## src/sgcr_params.svh

```systemverilog
// sgcr_params.svh: offsets, field positions, reset values and timing counts
// assumes a byte-wide register port with 8-bit addresses
`ifndef SGCR_PARAMS_SVH
`define SGCR_PARAMS_SVH

// register offsets
`define SGCR_ADDR_CTRL4      8'h06
`define SGCR_ADDR_STORM_LO   8'h07
`define SGCR_ADDR_TEST_A     8'h08
`define SGCR_ADDR_TEST_B     8'h09
`define SGCR_ADDR_TEST_C     8'h0A
`define SGCR_ADDR_PWR        8'h0B

// field positions of the port-5 control register and the power save register
`define SGCR_BIT_FLOW        5
`define SGCR_BIT_SPEED       4
`define SGCR_BIT_NULLVID     3
`define SGCR_BIT_PWR         3

// reset values
`define SGCR_RST_STORM_HI    3'h0
`define SGCR_RST_STORM_LO    8'h4A
`define SGCR_RST_TEST_A      8'h24
`define SGCR_RST_TEST_B      8'h28
`define SGCR_RST_TEST_C      8'h00

// strap load: last counter value before register writes are accepted
`define SGCR_STRAP_LOAD_LAST 2'h2

// storm window lengths
`define SGCR_WIN_FAST_MS     50
`define SGCR_WIN_SLOW_MS     500
`define SGCR_CLK_KHZ         25000

`endif

```

## src/sgcr_pkg.sv

```systemverilog
// sgcr_pkg.sv: types shared by the global control register bank
// assumes sgcr_params.svh supplies the numeric constants
package sgcr_pkg;

  // register port request
  typedef struct packed {
    logic       wr;
    logic       rd;
    logic [7:0] addr;
    logic [7:0] wdata;
  } sgcr_req_t;

  // control settings that steer the switch core
  typedef struct packed {
    logic        flow_ctrl_en;
    logic        slow_link_rate;
    logic        null_vid_replace;
    logic        phy_psave_disable;
    logic [10:0] storm_limit;
  } sgcr_cfg_t;

endpackage : sgcr_pkg

```

## src/sgcr_regs.sv

```systemverilog
// sgcr_regs.sv: global control registers for port 5 mii, storm limit, power save
// assumes strap pins are asynchronous and held stable around reset release
`timescale 1ns/10ps
`include "sgcr_params.svh"

module sgcr_regs #(
  parameter int WIN_FAST_CYC = `SGCR_WIN_FAST_MS * `SGCR_CLK_KHZ,
  parameter int WIN_SLOW_CYC = `SGCR_WIN_SLOW_MS * `SGCR_CLK_KHZ
) (
  // clock and reset
  input  wire logic              clock_in,
  input  wire logic              rst_in,
  // strap pins
  input  wire logic              flow_ctrl_strap_pin_in,
  input  wire logic              speed_strap_pin_in,
  // register port
  input  wire sgcr_pkg::sgcr_req_t req_in,
  output logic [7:0]             rdata_out,
  output logic                   rvalid_out,
  // settings and window
  output sgcr_pkg::sgcr_cfg_t    cfg_out,
  output logic                   window_tick_out
);
  import sgcr_pkg::*;

  logic [1:0]  strap_s1_reg, strap_s2_reg;
  logic        strap_done_reg, strap_done_next;
  logic [1:0]  strap_cnt_reg, strap_cnt_next;
  logic        flow_reg, flow_next, speed_reg, speed_next, nvid_reg, nvid_next;
  logic        pwr_reg, pwr_next;
  logic [2:0]  hi_reg, hi_next;
  logic [7:0]  lo_reg, lo_next;
  logic [7:0]  rdata_reg, rdata_next;
  logic        rvalid_reg, rvalid_next;
  logic [31:0] win_cnt_reg, win_cnt_next;
  logic        tick_reg, tick_next;

  // read mux decode
  function automatic logic [7:0] read_value(input logic [7:0] a, input logic f,
      input logic s, input logic n, input logic [2:0] h, input logic [7:0] l,
      input logic p);
    logic [7:0] v;
    v = 8'h00;
    if (a == `SGCR_ADDR_CTRL4) begin
      v = {2'h0, f, s, n, h};
    end else if (a == `SGCR_ADDR_STORM_LO) begin
      v = l;
    end else if (a == `SGCR_ADDR_TEST_A) begin
      v = `SGCR_RST_TEST_A;
    end else if (a == `SGCR_ADDR_TEST_B) begin
      v = `SGCR_RST_TEST_B;
    end else if (a == `SGCR_ADDR_TEST_C) begin
      v = `SGCR_RST_TEST_C;
    end else if (a == `SGCR_ADDR_PWR) begin
      v = {4'h0, p, 3'h0};
    end
    return v;
  endfunction : read_value

  // strap synchroniser, two stages, plus the strap load counter
  always_ff @(posedge clock_in or posedge rst_in) begin
    if (rst_in) begin
      strap_s1_reg   <= 2'h0;
      strap_s2_reg   <= 2'h0;
      strap_cnt_reg  <= 2'h0;
      strap_done_reg <= 1'b0;
    end else begin
      strap_s1_reg   <= {flow_ctrl_strap_pin_in, speed_strap_pin_in};
      strap_s2_reg   <= strap_s1_reg;
      strap_cnt_reg  <= strap_cnt_next;
      strap_done_reg <= strap_done_next;
    end
  end

  // strap load window: the second stage holds the pin level only from the second
  // edge after release, so the settings copy it for three edges before writes open
  always_comb begin
    strap_cnt_next  = strap_cnt_reg;
    strap_done_next = strap_done_reg;
    if (!strap_done_reg) begin
      strap_cnt_next = strap_cnt_reg + 2'h1;
      if (strap_cnt_reg == `SGCR_STRAP_LOAD_LAST) begin
        strap_done_next = 1'b1;
      end
    end
  end

  // register next values; strap loads once after reset release
  always_comb begin
    flow_next  = flow_reg;
    speed_next = speed_reg;
    nvid_next  = nvid_reg;
    hi_next    = hi_reg;
    lo_next    = lo_reg;
    pwr_next   = pwr_reg;
    if (!strap_done_reg) begin
      flow_next  = strap_s2_reg[1];
      speed_next = strap_s2_reg[0];
    end else if (req_in.wr) begin
      if (req_in.addr == `SGCR_ADDR_CTRL4) begin
        flow_next  = req_in.wdata[`SGCR_BIT_FLOW];
        speed_next = req_in.wdata[`SGCR_BIT_SPEED];
        nvid_next  = req_in.wdata[`SGCR_BIT_NULLVID];
        hi_next    = req_in.wdata[2:0];
      end else if (req_in.addr == `SGCR_ADDR_STORM_LO) begin
        lo_next = req_in.wdata;
      end else if (req_in.addr == `SGCR_ADDR_PWR) begin
        pwr_next = req_in.wdata[`SGCR_BIT_PWR];
      end
    end
    rdata_next = read_value(req_in.addr, flow_reg, speed_reg, nvid_reg, hi_reg,
                            lo_reg, pwr_reg);
    rvalid_next = req_in.rd;
  end

  // register storage
  always_ff @(posedge clock_in or posedge rst_in) begin
    if (rst_in) begin
      flow_reg       <= 1'b0;
      speed_reg      <= 1'b0;
      nvid_reg       <= 1'b0;
      hi_reg         <= `SGCR_RST_STORM_HI;
      lo_reg         <= `SGCR_RST_STORM_LO;
      pwr_reg        <= 1'b0;
      rdata_reg      <= 8'h00;
      rvalid_reg     <= 1'b0;
    end else begin
      flow_reg       <= flow_next;
      speed_reg      <= speed_next;
      nvid_reg       <= nvid_next;
      hi_reg         <= hi_next;
      lo_reg         <= lo_next;
      pwr_reg        <= pwr_next;
      rdata_reg      <= rdata_next;
      rvalid_reg     <= rvalid_next;
    end
  end

  // storm measurement window, length chosen by link rate
  always_comb begin
    win_cnt_next = win_cnt_reg + 32'h1;
    tick_next    = 1'b0;
    if (win_cnt_reg >= (speed_reg ? 32'(WIN_SLOW_CYC - 1) : 32'(WIN_FAST_CYC - 1))) begin
      win_cnt_next = 32'h0;
      tick_next    = 1'b1;
    end
  end

  always_ff @(posedge clock_in or posedge rst_in) begin
    if (rst_in) begin
      win_cnt_reg <= 32'h0;
      tick_reg    <= 1'b0;
    end else begin
      win_cnt_reg <= win_cnt_next;
      tick_reg    <= tick_next;
    end
  end

  // outputs, all from flip-flops
  assign rdata_out       = rdata_reg;
  assign rvalid_out      = rvalid_reg;
  assign window_tick_out = tick_reg;
  assign cfg_out.flow_ctrl_en      = flow_reg;
  assign cfg_out.slow_link_rate    = speed_reg;
  assign cfg_out.null_vid_replace  = nvid_reg;
  assign cfg_out.phy_psave_disable = pwr_reg;
  assign cfg_out.storm_limit       = {hi_reg, lo_reg};

  // storm limit write lands next cycle
  a_storm_lo_write: assert property (@(posedge clock_in) disable iff (rst_in)
    strap_done_reg && req_in.wr && req_in.addr == `SGCR_ADDR_STORM_LO
    |=> cfg_out.storm_limit[7:0] == $past(req_in.wdata))
    else $error("storm low byte not stored");

  // test register b reads fixed, whether written or not
  a_test_fixed: assert property (@(posedge clock_in) disable iff (rst_in)
    req_in.addr == `SGCR_ADDR_TEST_B |=> rdata_out == `SGCR_RST_TEST_B)
    else $error("test register b not fixed");

  // power save readback keeps reserved bits clear
  a_pwr_readback: assert property (@(posedge clock_in) disable iff (rst_in)
    req_in.addr == `SGCR_ADDR_PWR
    |=> rdata_out == {4'h0, $past(cfg_out.phy_psave_disable), 3'h0})
    else $error("power save readback wrong");

  // window tick rises on the same edge that the counter wraps to zero
  a_window_wrap: assert property (@(posedge clock_in) disable iff (rst_in)
    tick_reg |-> win_cnt_reg == 32'h0)
    else $error("window wrap misaligned");

  // ctrl4 write updates the flags
  a_ctrl4_write: assert property (@(posedge clock_in) disable iff (rst_in)
    strap_done_reg && req_in.wr && req_in.addr == `SGCR_ADDR_CTRL4
    |=> cfg_out.null_vid_replace == $past(req_in.wdata[`SGCR_BIT_NULLVID])
        && cfg_out.slow_link_rate == $past(req_in.wdata[`SGCR_BIT_SPEED])
        && cfg_out.flow_ctrl_en == $past(req_in.wdata[`SGCR_BIT_FLOW]))
    else $error("ctrl4 flags not stored");

  // flow control setting follows its strap once loading ends
  a_strap_flow: assert property (@(posedge clock_in) disable iff (rst_in)
    $rose(strap_done_reg) |-> cfg_out.flow_ctrl_en == $past(strap_s2_reg[1]))
    else $error("flow control strap not loaded");

  // link rate setting follows its strap once loading ends
  a_strap_speed: assert property (@(posedge clock_in) disable iff (rst_in)
    $rose(strap_done_reg) |-> cfg_out.slow_link_rate == $past(strap_s2_reg[0]))
    else $error("link rate strap not loaded");

  // writes to the factory test offsets leave every setting untouched
  a_test_write_ignored: assert property (@(posedge clock_in) disable iff (rst_in)
    strap_done_reg && req_in.wr && req_in.addr >= `SGCR_ADDR_TEST_A
    && req_in.addr <= `SGCR_ADDR_TEST_C |=> $stable(cfg_out))
    else $error("factory test write changed a setting");

  // the window pulse lasts a single cycle
  a_tick_single: assert property (@(posedge clock_in) disable iff (rst_in)
    tick_reg |=> !tick_reg)
    else $error("window pulse longer than one cycle");

endmodule : sgcr_regs

```

## config.mk

```make
export PLATFORM = sky130hd
export DESIGN_NAME = sgcr_regs
export DESIGN_NICKNAME = d
export VERILOG_FILES = /design/src/sgcr_pkg.sv /design/src/sgcr_regs.sv
export VERILOG_INCLUDE_DIRS = /design/src
export SDC_FILE = /design/constraint.sdc
export NUM_CORES = 1
export LEC_CHECK = 0
export BUFFER_PORTS_ARGS = -buffer_cell sky130_fd_sc_hd__buf_2
export CORE_MARGIN = 2
export CORE_UTILIZATION = 60
export CTS_CLUSTER_SIZE = 8
export DETAILED_ROUTE_END_ITERATION = 12
export PLACE_DENSITY = 0.87
export SLEW_MARGIN = 10
export SYNTH_ARGS = -nofsm -noshare
export SYNTH_HDL_FRONTEND = slang
export SYNTH_SLANG_ARGS = --single-unit
```

## constraint.sdc

```tcl
create_clock -name clock_in -period 5.17 [get_ports clock_in]
set_input_delay 0.517 -clock clock_in [delete_from_list [all_inputs] [get_ports clock_in]]
set_output_delay 0.517 -clock clock_in [all_outputs]
set_load 0.03 [all_outputs]
```

==> results.rst <==
.. list-table::
   :header-rows: 1

   * - Metric
     - Value
   * - Outcome
     - complete, no violations
   * - CTS sink count
     - between 60 and 70
   * - Final hold violation count
     - 0
   * - Endpoint kind of the worst setup timing path
     - flip-flop
   * - Critical path data arrival time
     - 2.63 ns
   * - Combined global-route utilization of all metal layers
     - 23.8%
   * - Leakage dissipation
     - between 1.5 and 2 nW
   * - First-pass GRT wire length
     - ~11 mm
   * - Number of flip-flops in the largest register
     - 32
   * - Largest net degree at the start of global routing
     - 65
   * - Maximum clock path buffer count
     - 2
   * - Switching power of the nets
     - 0.239 mW
   * - Buffer cell driving the clock tree root
     - clkbuf_8
   * - Clock latency on the worst-skew pair
     - 0.35 ns
   * - Floorplan core area
     - slightly above 0.005 sq mm
   * - Post-route clock skew
     - 0.0111 ns
   * - Nets
     - 356
   * - Power density over the cells
     - 306 mW/mm^2
   * - Post-Synth Simple-Gate Area
     - a little over a fifth
   * - Setup TNS
     - 0 ns
   * - Worst-case headroom to the max-slew limit
     - between 40 and 50%
   * - Kind of critical path
     - reg -> reg
   * - Core Util, Final
     - 72.6%
   * - Setup repair after global routing missed its margin
     - false
   * - Total of endpoints with negative setup slack in the final report
     - 0
   * - Flop pwr share
     - ~47%
   * - Final standard cell area without fillers
     - 0.00366 sq mm
   * - Top FF cell, synth
     - dfrtp_1
   * - RePlAce Congestion
     - 0.891
   * - Vias per Instance
     - 5.65
   * - Final WS setup
     - 2.75 ns
   * - Detailed router's first-iteration violation count
     - around 120
   * - Number of global-route vias before repair
     - 2,303
   * - HPWL Detailed
     - 4.15 mm
   * - Max-slew violations
     - 0
   * - FF-to-FF Start
     - speed_reg$_DFFE_PP0P_
   * - I/O pins
     - 47
   * - Count of flip-flops with a built-in enable after synthesis
     - 0
   * - Row count
     - 26
   * - Number of iterations in the first detailed-routing pass
     - 4
   * - Clk pin slew, worst setup/hold paths
     - 0.07 ns
   * - Instance count along the most critical hold path
     - 1
   * - Worst hold start
     - speed_strap_pin_in
   * - Warnings, synthesis
     - 0
   * - Internal Power
     - 0.880 mW
   * - Kind of start point of the critical path
     - flip-flop
   * - Setup slack, reg-to-reg
     - 2.75 ns
   * - Final-layout worst hold slack
     - roughly 0.28 ns
   * - Global route overflow
     - 0
   * - Syn Std Cell Area
     - approximately 0.0031 sq mm
   * - Routed WL
     - slightly above 6 mm
   * - Class of the tightest hold or removal check
     - in -> reg
   * - DIE HEIGHT
     - 76.0 um
   * - Synth Register Bits
     - 64
   * - Xor and xnor fraction of the mapped netlist area
     - 6.77%
   * - Average cell area after synthesis
     - 11.9 sq um
   * - Number of max-cap violations
     - 0
   * - Area Overhead vs Synth
     - 17.8%
   * - Combinational family with the most area after synthesis
     - simple AND/OR/NAND/NOR gates
   * - Actual transition at the worst max-transition pin
     - 0.788 ns
   * - Number of setup buffers added after CTS
     - 0
   * - Required time worst endpoint
     - 5.39 ns
   * - Adder and majority gate portion of the synthesized area
     - ~6.0%
   * - Standard cell area after detailed placement
     - 0.00340 sq mm
   * - Clock tree from TritonCTS
     - done
   * - Gate count of the mapped netlist
     - 262
   * - Synth Area in Compound Gates
     - 5.92%
   * - Hold-fix buffers at CTS
     - 0
   * - Antenna cells
     - 0
   * - Top achievable clock speed
     - 414 MHz
   * - Die area
     - 0.00577 sq mm
   * - Crit share post-route
     - 46.7%
   * - Initial core utilization
     - between 60% and 70%
   * - Switching part of the total
     - a little over a fifth
   * - Post-place setup slack
     - 2.78 ns
   * - Number of H-tree branching levels
     - 3
   * - Layout cells sized above 1
     - 30.6%
   * - Placed cell count
     - 378
   * - Final ANT Viol Nets
     - 0
   * - Number of port buffers
     - 46
   * - Post-layout minimum cycle time
     - around 2.4 ns
   * - Clk network pwr share
     - between 40% and 50%
   * - Horizontal extent of the die
     - 76.0 um
   * - Terminus of the critical flop-to-flop path
     - win_cnt_reg[16]$_DFF_PP0_
   * - WHS Endpoint
     - strap_s1_reg[0]$_DFF_PP0_
   * - Antenna violations before repair
     - 0
   * - Share of cell area taken by muxes after synthesis
     - 6.00%
   * - Drt wl/cell
     - about 16 um
   * - Largest fanout of any net on the critical path
     - 17
   * - Highest ir drop seen on vdd
     - 243 uV
   * - Total power
     - around 1.1 mW
   * - Vias after detailed routing
     - 2,228
   * - Post-cts repair resize count
     - 0
   * - R2R cell count
     - 6
   * - Number of CTS-inserted buffers
     - 9
   * - Async set-reset flop share out of synthesis
     - 100%
   * - Finished Layout Cells
     - 394
   * - Proportion of power drawn by combinational gates
     - 5.8%
   * - Number of library cell types mapped by synthesis
     - 47
   * - Seq/Total Area, Yosys
     - 51.7%
   * - Remaining DRCs
     - 0
==> critical path, cell delays in order (launching register included) <==
cell,delay (ns)
dfrtp_1,0.49
inv_1,0.24
ha_1,0.38
nand4b_1,0.19
or3_4,0.46
o21ai_4,0.43
nor2_1,0.10
==> power by group through the flow <==
stage	Sequential [mW]	Clock (mW)	Combinational, mW
after floorplan	0.537	0	0.0352
after global placement	0.528	0	0.0629
after global routing	0.521	0.570	0.0724
after detailed placement	0.529	0	0.0648
final	0.520	0.534	0.0651
after CTS	0.520	0.545	0.0660
==> cell usage in the layout, fill, tap and decap left out, types with 2 or more instances in the layout <==
cell       netlist  layout
dfrtp_1         61      61
buf_2            1      46
nor2_1          30      30
xor2_1          16      16
ha_1            15      15
nand2_1         13      13
mux2_2          13      13
clkbuf_8         0      11
nand3_1         10      10
nand4_1          8       8
xnor2_1          8       8
nor4_1           7       7
conb_1           1       7
and3_1           6       6
inv_1            6       5
o21ai_0          5       5
mux2i_1          4       4
nor3_1           4       4
nand4b_1         4       4
a21oi_1          4       4
and2_1           3       3
a22o_1           3       3
a21o_1           3       3
bufinv_16        0       3
dfstp_2          3       3
nor2_2           2       2
nand3_2          2       2
nor3_2           2       2
nor4_4           2       2
nand4_4          2       2
nor3_4           2       2
or2_2            2       2
==> synthesized netlist by cell type, types with 2 or more instances <==
cell,n,area [sq um]
o21ai_0,5,25.0
nor3_2,2,20.0
nor4_1,7,43.8
nor3_4,2,32.5
a22o_1,3,26.3
xor2_1,16,140
dfstp_2,3,78.8
a21oi_1,4,20.0
ha_1,15,188
nand3_2,2,20.0
mux2i_1,4,40.0
nand4_4,2,42.5
or2_2,2,12.5
nand3_1,10,50.1
nor2_1,30,113
a21o_1,3,22.5
buf_4,4,30.0
nor2_2,2,12.5
mux2_2,13,146
and2_1,3,18.8
nand4_1,8,50.1
dfrtp_1,61,1530
nor4_4,2,42.5
nand2_1,13,48.8
nor3_1,4,20.0
inv_1,6,22.5
nand4b_1,4,35.0
and3_1,6,37.5
xnor2_1,8,70.1
==> cell type report <==
cell class	instances	area, sq um
Inverter	6	22.5
Sequential cell	64	1610
Clock inverter	5	103
Fill cell	338	1380
Multi-Input combinational cell	191	1450
Timing Repair Buffer	47	238
Clock buffer	11	151
Tap cell	70	87.6
==> metal layers <==
metal | GRT usage, % | routed length (um)
met1 | 29.2 | 2450
met2 | 38.1 | 3260
met3 | 7.86 | 386
met4 | 11.5 | 106
met5 | 0 | 0
==> worst max-delay path by stage <==
stage,end,slack [ns],startpoint,cells past startpoint
after floorplan,flow_reg$_DFFE_PP0P_,3.06,rst_in,1
after global placement,win_cnt_reg[4]$_DFF_PP0_,2.88,speed_reg$_DFFE_PP0P_,6
after detailed placement,win_cnt_reg[20]$_DFF_PP0_,2.78,speed_reg$_DFFE_PP0P_,6
after CTS,win_cnt_reg[4]$_DFF_PP0_,2.71,speed_reg$_DFFE_PP0P_,6
after global routing,win_cnt_reg[21]$_DFF_PP0_,2.54,speed_reg$_DFFE_PP0P_,6
final,win_cnt_reg[16]$_DFF_PP0_,2.75,speed_reg$_DFFE_PP0P_,6
==> cell families (layout without fill, tap and decap cells) <==
logic type / Yosys count / in the layout
AND/OR/NAND/NOR: 105 / 105
flip-flops: 64 / 64
XOR/XNOR: 24 / 24
AO/OA/AOI/OAI: 23 / 23
multiplexers: 17 / 17
adder cells (fa/ha/maj): 15 / 15
buffers and inverters: 13 / 69
other: 1 / 7
No activity file was read; power rests on OpenSTA's default activity.
